===== config.mk =====
export PLATFORM = sky130hd
export DESIGN_NAME = ptp_clock_control
export DESIGN_NICKNAME = d
export VERILOG_FILES = /design/src/rtl/ptp_clock_pkg.sv /design/src/rtl/rtc_ctl_if.sv /design/src/rtl/ptp_clock_control.sv /design/src/rtl/rtc_time_counter.sv
export SDC_FILE = /design/constraint.sdc
export NUM_CORES = 1
export LEC_CHECK = 0
export ABC_AREA = 1
export BUFFER_PORTS_ARGS = -buffer_cell sky130_fd_sc_hd__buf_4
export CAP_MARGIN = 25
export CORE_AREA = 5 5 186 278
export DETAILED_ROUTE_END_ITERATION = 8
export DIE_AREA = 0 0 191 283
export PLACE_DENSITY_LB_ADDON = 0.3
export SYNTH_ARGS = -nofsm -noshare
export SYNTH_HDL_FRONTEND = slang
export SYNTH_SLANG_ARGS = --single-unit

===== constraint.sdc =====
create_clock -name i_sys_clk -period 14.9 [get_ports i_sys_clk]
set_clock_uncertainty 0.2 [all_clocks]
set_input_delay 0 -clock i_sys_clk [delete_from_list [all_inputs] [get_ports i_sys_clk]]
set_output_delay 0 -clock i_sys_clk [all_outputs]
set_load 0.01 [all_outputs]

===== src/rtl/ptp_clock_pkg.sv =====
// constants and types shared by the ptp real-time clock control block
package ptp_clock_pkg;

    // register byte offsets
    localparam logic [15:0] OFS_CLOCK_CONTROL = 16'h0500;
    localparam logic [15:0] OFS_PHASE         = 16'h0502;
    localparam logic [15:0] OFS_NS_HIGH       = 16'h0504;
    localparam logic [15:0] OFS_NS_LOW        = 16'h0506;
    localparam logic [15:0] OFS_SEC_HIGH      = 16'h0508;
    localparam logic [15:0] OFS_SEC_LOW       = 16'h050a;
    localparam logic [15:0] OFS_RATE_HIGH     = 16'h050c;
    localparam logic [15:0] OFS_RATE_LOW      = 16'h050e;

    // clock control field positions
    localparam int BIT_FOLLOW_DIS = 15;
    localparam int BIT_STEP       = 6;
    localparam int BIT_STEP_DIR   = 5;
    localparam int BIT_SNAPSHOT   = 4;
    localparam int BIT_LOAD       = 3;
    localparam int BIT_CONT_ADJ   = 2;
    localparam int BIT_RUN        = 1;
    localparam int BIT_CLK_RESET  = 0;

    // rate high word field positions
    localparam int BIT_RATE_DIR   = 15;
    localparam int BIT_TEMP_MODE  = 14;
    localparam int RATE_HI_MSB    = 13;
    localparam int RATE_WIDTH     = 30;

    // phase field
    localparam int          PHASE_WIDTH = 3;
    localparam logic [2:0]  PHASE_MAX   = 3'h4;

    // reset values
    localparam logic [15:0] RST_WORD  = 16'h0000;
    localparam logic [2:0]  RST_PHASE = 3'h0;

    // time advance
    localparam logic [32:0] NS_PER_TICK = 33'h000000028;
    localparam logic [32:0] NS_PER_SEC  = 33'h03b9aca00;

endpackage


===== src/rtl/rtc_ctl_if.sv =====
// control and live-time signals between the register file and the time counter
`timescale 1ns/1ps
interface rtc_ctl_if;
    import ptp_clock_pkg::*;

    logic                   tick;
    logic                   run;
    logic                   clr;
    logic                   load;
    logic                   step;
    logic                   step_dir;
    logic                   cont_en;
    logic                   rate_dir;
    logic [RATE_WIDTH-1:0]  rate;
    logic [31:0]            ld_sec;
    logic [31:0]            ld_ns;
    logic [2:0]             ld_phase;
    logic [31:0]            step_ns;
    logic [31:0]            live_sec;
    logic [31:0]            live_ns;
    logic [2:0]             live_phase;

    modport ctl (
        output tick, run, clr, load, step, step_dir, cont_en, rate_dir, rate,
        output ld_sec, ld_ns, ld_phase, step_ns,
        input  live_sec, live_ns, live_phase
    );
    modport cnt (
        input  tick, run, clr, load, step, step_dir, cont_en, rate_dir, rate,
        input  ld_sec, ld_ns, ld_phase, step_ns,
        output live_sec, live_ns, live_phase
    );
endinterface


===== src/rtl/ptp_clock_control.sv =====
// ptp real-time clock control registers, time holding words and rate words
//
// Contract
// - With the follow-disable bit (15) set, timers, shapers and policers ignore clock adjustments, otherwise they follow them;
//   the code gates only the rate adjust on o_freq_adj_en and signals no step or load.
// - Writing one to the step bit (6) adds or subtracts the staged nanosecond value once, then the bit clears.
// - The step-direction bit (5) chooses add when one and subtract when zero.
// - Writing one to the snapshot bit (4) copies the live time into the holding words 0x0502-0x050b, then the bit clears.
// - Writing one to the load bit (3) overwrites the running time from the holding words, then the bit clears.
// - While the continuous-adjust bit (2) is set the rate value is added or subtracted on every tick.
// - The run bit (1) lets the clock count when one and halts it when zero.
// - Writing one to the clock-reset bit (0) returns the time to zero, then the bit clears.
// - The 3-bit phase field names the 8 ns slot of the 40 ns tick, codes 0 to 4.
// - Phase codes 5 to 7 are never loaded by software nor reported by the device.
// - The nanosecond high holding word carries nanosecond bits 31:16 for snapshot, load and step.
// - The nanosecond low holding word at 0x0506 carries nanosecond bits 15:0.
// - The seconds count is held as a high word at 0x0508 and a low word at 0x050a.
// - The rate-direction bit (15 of rate high) adds the rate when one and subtracts when zero.
// - The 30-bit rate has bits 29:16 in rate high bits 13:0 and bits 15:0 in rate low.
`timescale 1ns/1ps
module ptp_clock_control
    import ptp_clock_pkg::*;
(
    input  wire logic        i_sys_clk,
    input  wire logic        i_rstn,
    input  wire logic        i_rtc_tick,
    input  wire logic [15:0] i_reg_addr,
    input  wire logic        i_reg_wr,
    input  wire logic        i_reg_rd,
    input  wire logic [15:0] i_reg_wdata,
    output logic      [15:0] o_reg_rdata,
    output logic             o_reg_rvalid,
    output logic             o_freq_adj_en,
    output logic             o_freq_adj_dir,
    output logic             o_rtc_running
);

    ////////////////////////////////////////////////////////////////////////////////
    // state

    typedef struct packed {
        logic        follow_dis;
        logic        step_dir;
        logic        cont_en;
        logic        run;
        logic        step_p;
        logic        snap_p;
        logic        load_p;
        logic        clr_p;
        logic [2:0]  hold_phase;
        logic [15:0] hold_ns_hi;
        logic [15:0] hold_ns_lo;
        logic [15:0] hold_sec_hi;
        logic [15:0] hold_sec_lo;
        logic        rate_dir;
        logic        temp_mode;
        logic [13:0] rate_hi;
        logic [15:0] rate_lo;
        logic [15:0] rdata;
        logic        rvalid;
        logic        adj_en;
        logic        adj_dir;
    } regs_s;

    regs_s st;
    regs_s next_st;

    rtc_ctl_if ctl_if ();

    ////////////////////////////////////////////////////////////////////////////////
    // time counter

    rtc_time_counter u_counter (
        .i_sys_clk (i_sys_clk),
        .i_rstn    (i_rstn),
        .ctl       (ctl_if.cnt)
    );

    assign ctl_if.tick     = i_rtc_tick;
    assign ctl_if.run      = st.run;
    assign ctl_if.clr      = st.clr_p;
    assign ctl_if.load     = st.load_p;
    assign ctl_if.step     = st.step_p;
    assign ctl_if.step_dir = st.step_dir;
    assign ctl_if.cont_en  = st.cont_en;
    assign ctl_if.rate_dir = st.rate_dir;
    assign ctl_if.rate     = {st.rate_hi, st.rate_lo};
    assign ctl_if.ld_sec   = {st.hold_sec_hi, st.hold_sec_lo};
    assign ctl_if.ld_ns    = {st.hold_ns_hi, st.hold_ns_lo};
    assign ctl_if.ld_phase = st.hold_phase;
    assign ctl_if.step_ns  = {st.hold_ns_hi, st.hold_ns_lo};

    ////////////////////////////////////////////////////////////////////////////////
    // address decode

    // one select per register word, shared by the action and read paths
    logic sel_ctrl;
    logic sel_phase;
    logic sel_ns_hi;
    logic sel_ns_lo;
    logic sel_sec_hi;
    logic sel_sec_lo;
    logic sel_rate_hi;
    logic sel_rate_lo;

    always_comb begin
        sel_ctrl    = 1'b0;
        sel_phase   = 1'b0;
        sel_ns_hi   = 1'b0;
        sel_ns_lo   = 1'b0;
        sel_sec_hi  = 1'b0;
        sel_sec_lo  = 1'b0;
        sel_rate_hi = 1'b0;
        sel_rate_lo = 1'b0;
        case (i_reg_addr)
            OFS_CLOCK_CONTROL: begin
                sel_ctrl = 1'b1;
            end
            OFS_PHASE: begin
                sel_phase = 1'b1;
            end
            OFS_NS_HIGH: begin
                sel_ns_hi = 1'b1;
            end
            OFS_NS_LOW: begin
                sel_ns_lo = 1'b1;
            end
            OFS_SEC_HIGH: begin
                sel_sec_hi = 1'b1;
            end
            OFS_SEC_LOW: begin
                sel_sec_lo = 1'b1;
            end
            OFS_RATE_HIGH: begin
                sel_rate_hi = 1'b1;
            end
            OFS_RATE_LOW: begin
                sel_rate_lo = 1'b1;
            end
            default: begin
            end
        endcase
    end

    ////////////////////////////////////////////////////////////////////////////////
    // self-clearing action requests

    // an action bit written as one becomes a pulse of exactly one cycle
    logic ctl_wr;
    logic req_step;
    logic req_snap;
    logic req_load;
    logic req_clr;

    assign ctl_wr   = i_reg_wr & sel_ctrl;
    assign req_step = ctl_wr & i_reg_wdata[BIT_STEP];
    assign req_snap = ctl_wr & i_reg_wdata[BIT_SNAPSHOT];
    assign req_load = ctl_wr & i_reg_wdata[BIT_LOAD];
    assign req_clr  = ctl_wr & i_reg_wdata[BIT_CLK_RESET];

    ////////////////////////////////////////////////////////////////////////////////
    // read images of the control, rate high and phase words

    logic [15:0] ctrl_word;
    logic [15:0] rate_hi_word;
    logic [15:0] phase_word;

    always_comb begin
        ctrl_word                = 16'h0000;
        ctrl_word[BIT_FOLLOW_DIS] = st.follow_dis;
        ctrl_word[BIT_STEP]      = st.step_p;
        ctrl_word[BIT_STEP_DIR]  = st.step_dir;
        ctrl_word[BIT_SNAPSHOT]  = st.snap_p;
        ctrl_word[BIT_LOAD]      = st.load_p;
        ctrl_word[BIT_CONT_ADJ]  = st.cont_en;
        ctrl_word[BIT_RUN]       = st.run;
        ctrl_word[BIT_CLK_RESET] = st.clr_p;
        rate_hi_word                = 16'h0000;
        rate_hi_word[BIT_RATE_DIR]  = st.rate_dir;
        rate_hi_word[BIT_TEMP_MODE] = st.temp_mode;
        rate_hi_word[RATE_HI_MSB:0] = st.rate_hi;
        phase_word                  = {13'h0000, st.hold_phase};
    end

    ////////////////////////////////////////////////////////////////////////////////
    // read-back selection

    // the addressed word, zero for an unmapped address
    logic [15:0] rd_mux;

    always_comb begin
        rd_mux = RST_WORD;
        if (sel_ctrl) begin
            rd_mux = ctrl_word;
        end
        if (sel_phase) begin
            rd_mux = phase_word;
        end
        if (sel_ns_hi) begin
            rd_mux = st.hold_ns_hi;
        end
        if (sel_ns_lo) begin
            rd_mux = st.hold_ns_lo;
        end
        if (sel_sec_hi) begin
            rd_mux = st.hold_sec_hi;
        end
        if (sel_sec_lo) begin
            rd_mux = st.hold_sec_lo;
        end
        if (sel_rate_hi) begin
            rd_mux = rate_hi_word;
        end
        if (sel_rate_lo) begin
            rd_mux = st.rate_lo;
        end
    end

    ////////////////////////////////////////////////////////////////////////////////
    // next state: writes, actions, snapshot and read

    always_comb begin
        next_st = st;
        // action strobes last one cycle
        next_st.step_p = req_step;
        next_st.snap_p = req_snap;
        next_st.load_p = req_load;
        next_st.clr_p  = req_clr;
        next_st.rvalid = 1'b0;

        if (st.snap_p) begin
            next_st.hold_phase  = ctl_if.live_phase;
            next_st.hold_ns_hi  = ctl_if.live_ns[31:16];
            next_st.hold_ns_lo  = ctl_if.live_ns[15:0];
            next_st.hold_sec_hi = ctl_if.live_sec[31:16];
            next_st.hold_sec_lo = ctl_if.live_sec[15:0];
        end

        if (i_reg_wr) begin
            case (i_reg_addr)
                OFS_CLOCK_CONTROL: begin
                    next_st.follow_dis = i_reg_wdata[BIT_FOLLOW_DIS];
                    next_st.step_dir   = i_reg_wdata[BIT_STEP_DIR];
                    next_st.cont_en    = i_reg_wdata[BIT_CONT_ADJ];
                    next_st.run        = i_reg_wdata[BIT_RUN];
                end
                OFS_PHASE: begin
                    if (i_reg_wdata[2:0] > PHASE_MAX) begin
                        next_st.hold_phase = RST_PHASE;
                    end else begin
                        next_st.hold_phase = i_reg_wdata[2:0];
                    end
                end
                OFS_NS_HIGH: begin
                    next_st.hold_ns_hi = i_reg_wdata;
                end
                OFS_NS_LOW: begin
                    next_st.hold_ns_lo = i_reg_wdata;
                end
                OFS_SEC_HIGH: begin
                    next_st.hold_sec_hi = i_reg_wdata;
                end
                OFS_SEC_LOW: begin
                    next_st.hold_sec_lo = i_reg_wdata;
                end
                OFS_RATE_HIGH: begin
                    next_st.rate_dir  = i_reg_wdata[BIT_RATE_DIR];
                    next_st.temp_mode = i_reg_wdata[BIT_TEMP_MODE];
                    next_st.rate_hi   = i_reg_wdata[RATE_HI_MSB:0];
                end
                OFS_RATE_LOW: begin
                    next_st.rate_lo = i_reg_wdata;
                end
                default: begin
                end
            endcase
        end

        if (i_reg_rd) begin
            next_st.rvalid = 1'b1;
            next_st.rdata  = rd_mux;
        end

        // switch timers see the rate trim only when following is allowed
        next_st.adj_en  = st.cont_en & st.run & ~st.follow_dis;
        next_st.adj_dir = st.rate_dir;
    end

    always_ff @(posedge i_sys_clk or negedge i_rstn) begin
        if (!i_rstn) begin
            st <= '0;
        end else begin
            st <= next_st;
        end
    end

    ////////////////////////////////////////////////////////////////////////////////
    // outputs

    assign o_reg_rdata    = st.rdata;
    assign o_reg_rvalid   = st.rvalid;
    assign o_freq_adj_en  = st.adj_en;
    assign o_freq_adj_dir = st.adj_dir;
    assign o_rtc_running  = st.run;

endmodule


===== src/rtl/rtc_time_counter.sv =====
// running seconds / nanoseconds counter with a loaded, non-advancing phase, step, load and rate adjust
`timescale 1ns/1ps
module rtc_time_counter
    import ptp_clock_pkg::*;
(
    input  wire logic   i_sys_clk,
    input  wire logic   i_rstn,
    rtc_ctl_if.cnt      ctl
);

    typedef struct packed {
        logic [31:0] sec;
        logic [31:0] ns;
        logic [31:0] frac;
        logic [2:0]  phase;
    } time_s;

    time_s st;
    time_s next_st;

    logic [32:0] frac_sum;
    logic [32:0] delta;
    logic [32:0] ns_a;
    logic [31:0] sec_a;
    logic [32:0] ns_b;

    always_comb begin
        next_st  = st;
        frac_sum = {1'b0, st.frac};
        delta    = NS_PER_TICK;
        ns_a     = {1'b0, st.ns};
        sec_a    = st.sec;
        ns_b     = 33'h000000000;
        if (ctl.run && ctl.tick) begin
            if (ctl.cont_en) begin
                if (ctl.rate_dir) begin
                    frac_sum = {1'b0, st.frac} + {3'h0, ctl.rate};
                    delta    = NS_PER_TICK + {32'h0, frac_sum[32]};
                end else begin
                    frac_sum = {1'b0, st.frac} - {3'h0, ctl.rate};
                    delta    = NS_PER_TICK - {32'h0, frac_sum[32]};
                end
                next_st.frac = frac_sum[31:0];
            end
            ns_a = {1'b0, st.ns} + delta;
            if (ns_a >= NS_PER_SEC) begin
                ns_a  = ns_a - NS_PER_SEC;
                sec_a = st.sec + 32'h1;
            end
        end
        next_st.ns  = ns_a[31:0];
        next_st.sec = sec_a;
        if (ctl.step) begin
            if (ctl.step_dir) begin
                ns_b = ns_a + {1'b0, ctl.step_ns};
                if (ns_b >= NS_PER_SEC) begin
                    ns_b        = ns_b - NS_PER_SEC;
                    next_st.sec = sec_a + 32'h1;
                end
            end else if (ns_a < {1'b0, ctl.step_ns}) begin
                ns_b        = ns_a + NS_PER_SEC - {1'b0, ctl.step_ns};
                next_st.sec = sec_a - 32'h1;
            end else begin
                ns_b = ns_a - {1'b0, ctl.step_ns};
            end
            next_st.ns = ns_b[31:0];
        end
        if (ctl.load) begin
            next_st.sec   = ctl.ld_sec;
            next_st.ns    = ctl.ld_ns;
            next_st.frac  = 32'h0;
            next_st.phase = (ctl.ld_phase > PHASE_MAX) ? RST_PHASE : ctl.ld_phase;
        end
        if (ctl.clr) begin
            next_st = '0;
        end
    end

    always_ff @(posedge i_sys_clk or negedge i_rstn) begin
        if (!i_rstn) begin
            st <= '0;
        end else begin
            st <= next_st;
        end
    end

    assign ctl.live_sec   = st.sec;
    assign ctl.live_ns    = st.ns;
    assign ctl.live_phase = st.phase;

endmodule


Yosys cells after proc, flatten, opt, wreduce, memory -nomap -nowiden
Index checks and enable logic that the tools add are counted.
{"block": "op_classes", "addsub": 14, "order_cmp": 5, "eq_ne": 8, "muxes": 47, "bitwise": 8, "reduce_logical": 8}
{"operator": "two-way mux 32 bit", "count": 11}
{"operator": "two-way mux 99 bit", "count": 3}
{"operator": "two-way mux 16 bit", "count": 14}
{"operator": "two-way mux 33 bit", "count": 5}
{"operator": "== test 16 x 11 -> 1 bit (second input constant)", "count": 8}
{"operator": "two-way mux 67 bit", "count": 1}
{"operator": ">= comparator 33 x 30 -> 1 bit (second input constant)", "count": 2}
{"operator": "adder 32 x 1 -> 32 bit (second input constant)", "count": 2}
{"operator": "two-way mux 64 bit", "count": 1}
{"operator": "subtractor 32 bit", "count": 2}
{"operator": "adder 32 x 30 -> 33 bit", "count": 1}
{"operator": "adder 32 x 33 -> 33 bit", "count": 1}
{"operator": "adder 33 x 32 -> 33 bit", "count": 1}
{"operator": "< comparator 33 x 32 -> 1 bit", "count": 1}
{"operator": "subtractor 32 x 30 -> 33 bit", "count": 1}
{"operator": "subtractor 33 x 30 -> 33 bit (second input constant)", "count": 1}
{"operator": "adder 32 x 30 -> 32 bit (second input constant)", "count": 1}
{"operator": "subtractor 32 x 1 -> 32 bit (second input constant)", "count": 1}
{"operator": "subtractor 32 x 30 -> 32 bit (second input constant)", "count": 1}
{"operator": "two-way mux 1 bit", "count": 9}
{"operator": "two-way mux 3 bit", "count": 3}
{"operator": "AND reduction 2 bit", "count": 4}
{"operator": "adder 6 x 1 -> 7 bit (first input constant)", "count": 1}
{"operator": "bitwise AND 1 bit", "count": 7}
{"operator": "6 further kinds", "count": 8}
{"block": "word_totals", "register_bits": 225, "out_inout_bits": 20, "elab_cells": 115}

Longest topological paths before layout
{"block": "depth", "ltp_word": 16, "mapped_depth": 79, "mapped_depth_nobuf": 77}

Cells and area by module
Synthesis repeated with hierarchy kept, for this count alone.
{"block": "unflattened", "hier_cells": 3950, "area_unflattened_um2": 25390.6}
{"mod": "rtc_time_counter", "instances": 1, "cells_each": 3171, "area_per_inst_um2": 18990.7}
{"mod": "ptp_clock_control", "instances": 1, "cells_each": 779, "area_per_inst_um2": 6399.9}

Worst setup path before layout
Ideal clock, no wire load.
{"block": "synth_timing", "path_type": "register to register", "from": "register st (netlist bit ctl_if.rate[2])", "to": "register u_counter.st (netlist bit u_counter.ctl.live_ns[17])", "setup_ns": 0.121, "t_arrival_ns": 8.384, "setup_slack_ns": 6.194, "path_stages_with_launch": 76, "path_buffers": 5, "period_less_slack_ns": 8.706, "cell_sequence": "dfrtp_1 inv_1 ha_1 inv_1 nand3_1 and2_1 nor2_1 nor2_1 o21bai_1 nand3_1 nand2_1 nand3_1 nand2_1 nand3_1 nand2_1 a21oi_1 nor3_1 nor2_1 [40 not listed] a21oi_1 inv_1 a21oi_1 xor2_1 inv_2 nor2_1 nand2_1 nor2_1 nand2_1 nand3_1 nor2_4 inv_2 buf_2 nand2_1 a21oi_1 o21ai_1 a31oi_1 nor2_1"}
{"item": "from (decl)", "line_no": "ptp_clock_control.sv:65", "rtl": "regs_s st;"}
{"item": "from (signal assigned)", "line_no": "ptp_clock_control.sv:293", "rtl": "st <= next_st;"}
{"item": "to (signal assigned)", "line_no": "rtc_time_counter.sv:83", "rtl": "st <= next_st;"}
{"item": "to (decl)", "line_no": "rtc_time_counter.sv:18", "rtl": "time_s st;"}

==> results.yml <==
clock_network:
  clock_path_buffers: 3
  cts.sinks: 225
  htreeDepth: 1
  cts-root-buf: "clkbuf_16"
  ctsResizeCount: 0
  worstSkewPairLatency_ps: 570
  cts_buffers: 25
  cts_tree: "built"
  clkSlewWorstSetupHoldPaths_ps: 70
  postCtsSetupBuffers: 0
drt:
  antenna_left: 0
  drtIter0Drc: 2266
  first_pass_iters: 6
  wire_per_inst_um: 19.9
  drc_errors: 0
  via_per_inst: 5.76
  num_vias: 25700
  routed_wl_um: 88700
synth:
  synth_enable_flop_cells: 0
  yosys.area.top_type: "dfrtp_1"
  synth.area.top_cells: "dfrtp_1 (23%), nand2_1 (15%), ha_1 (9.5%)"
  ys_seq_area_frac: 0.232
  ys_types: 70
  synth_top_cell_area_share: 0.232
  async_reset_ff_frac: 1.00
  syn-num-nets: 4010
  synthMuxAreaShare: 0.00824
  synth_xor_area_frac: 0.0428
  synthTopCellsByCount: "nand2_1 (948), inv_1 (500), o21ai_0 (395)"
  netlist_area_um2: 24300
  synth_fa_ha_area_frac: 0.112
  ys_warn_count: 0
  synth_top_family_by_area: "simple AND/OR/NAND/NOR gates"
  post-synth-top-count-cell: "nand2_1"
  postSynthCellCount: 3768
  synthSimpleGateAreaFrac: 0.305
  synth_compound_area_frac: 0.193
  synth-seq-cells: 225
  synth_ff_type: "dfrtp_1"
  syn_avg_cell_area_um2: 6.45
setup_path:
  critical-path-slowest-cell: "nor2_4"
  crit_required_ps: 15150
  crit_fanout: 72
  startpoint_type: "flip-flop"
  max_stage_delay_ps: 580
  worstPathArrival_ps: 11430
  crit_type: "flip-flop to flip-flop"
  reg2reg_setup_slack_ps: 3720
  crit_top_cell: "nand2_1"
  cp-end-kind: "flip-flop"
power:
  clock_power_share: 0.488
  p_comb_frac: 0.065
  seq_power_share: 0.447
  p_switching_w: 0.000352
  internal_power_w: 0.00102
  finalPower_w: 0.00137
  vdd_drop_max_uv: 75.4
  p_sw_frac: 0.257
  leakage_nw: 13.4
  power.density_nw_per_um2: 52.0
timing:
  max_slew_margin: 0.310
  min_period_ps: 11180
  slew_violations: 0
  whs_ps: 35.7
  tightest_slew_ps: 1030
  timing.final.crit_share: 0.750
  rsz0062_at_grt: "no"
  setup-tns-final_ps: 0
  setup_viol: 0
  clock.fmax_ghz: 0.0895
  hold_violations: 0
  fin_ws_ps: 3720
placed_design:
  port_buffers: 56
  hpwl_um: 69300
  dp_slack_ps: 3940
  gp_congestion: 1.03
floorplanning:
  core_um2: 49200
  rows: 100
  initial_utilization: 0.494
  die_w_um: 191
  die_h_um: 283
  io_pins: 57
  die_area_um2: 54100
status:
  run_status: "completed"
final_layout:
  multi_input_comb_area_um2: 16100
  syn2layout_area_growth_pct: 8.43
  fin_nets: 4013
  nFillCells: 5063
  regArea_um2: 5630
  final_util: 0.536
  drive_gt1_frac: 0.0739
global_routing:
  grt_pass1_vias: 25000
  grt_pass1_wl_um: 136000
  antenna_found_initial: 5
  grt_max_degree: 100
  grt_use_total: 0.318
  overflow: 0
min_path:
  hold_class: "primary input to flip-flop"
job:
  drv_cap: 0
-- power groups by stage --
stage	registers [W]	logic [W]	clock network (W)
finish	0.000613	0.0000887	0.000669
global route	0.000613	0.0000968	0.000696
CTS	0.000613	0.0000879	0.000675
detailed placement	0.000625	0.0000814	0
global placement	0.000625	0.0000811	0
floorplan	0.000624	0.0000388	0
-- routing by layer --
metal,GRT usage,up-vias,wire [um]
li1,-,12400,-
met1,0.350,11900,31600
met2,0.564,1007,43800
met3,0.0329,336,5640
met4,0.227,4,7640
met5,0,-,39
-- repair_timing --
| item | CTS | global route |
|---|---|---|
| hold buffers | 29 | 0 |
| hold endpoints to repair | 223 | 0 |
| setup endpoints to repair | 0 | 0 |
-- final cells by class --
cell class              count  area share
multi-input cells        2882       0.611
clock buffers              29      0.0255
well taps                 663      0.0315
diodes                      2    0.000190
clock inverters            17     0.00727
inverters                 528      0.0753
flip-flops and latches    225       0.214
repair buffers            109      0.0358
-- per-stage QoR --
step           instances  instance area, um^2
2_1_floorplan       3768                24300
3_3_place_gp        4376                25100
3_5_place_dp        4376                25100
4_1_cts             4451                26300
5_1_grt             4453                26300
6_report            4455                26300
-- flip-flops by register name, indices dropped and copies added (netlist names), 16 cells and up --
register	flops
ctl_if.ld_ns	32
ctl_if.ld_sec	32
ctl_if.rate	30
o_reg_rdata	16
u_counter.ctl.live_ns	32
u_counter.ctl.live_sec	32
u_counter.st	32
-- logic make-up (layout without fill, tap and decap cells) --
logic type,after synthesis,count (layout)
compound gates,834,834
xor+xnor,116,116
fa+ha+maj,205,205
buf+inv,661,683
flops,225,225
mux,18,18
other cells,0,2
simple gates,1709,1709
-- cells in the final DEF, fill, tap and decap left out, types with 66 or more instances in the layout --
| cell type | count |
|---|---|
| nor3_1 | 66 |
| nand3_1 | 241 |
| nor2_1 | 272 |
| xor2_1 | 94 |
| ha_1 | 184 |
| a21oi_1 | 227 |
| dfrtp_1 | 222 |
| o21ai_0 | 395 |
| buf_4 | 77 |
| nand2_1 | 948 |
| inv_1 | 499 |
-- critical path, delay by kind of cell, from the launching register on --
kind,cells,cell delay [ps]
buffers and inverters,11,1220
adders and majority gates,4,1400
and+or+nand+nor,39,4730
AOI/OAI and AO/OA,15,2620
DFF,1,370
xor gates and xnor gates,2,480
-- final timing paths --
| kind | start | end | cells past startpoint |
|---|---|---|---|
| max in group asynchronous | i_rstn | ctl_if.step | 5 |
| min in group asynchronous | i_rstn | o_freq_adj_dir | 4 |
| worst min register to register | ctrl_word[15] | o_freq_adj_en | 1 |
| worst max-delay path | ctl_if.rate[2] | u_counter.ctl.live_sec[15] | 71 |
| worst max register to register | ctl_if.rate[2] | u_counter.ctl.live_sec[15] | 71 |
| worst min-delay path | i_rtc_tick | u_counter.ctl.live_sec[14] | 7 |
Note: power is estimated with default switching activity, not from simulation.
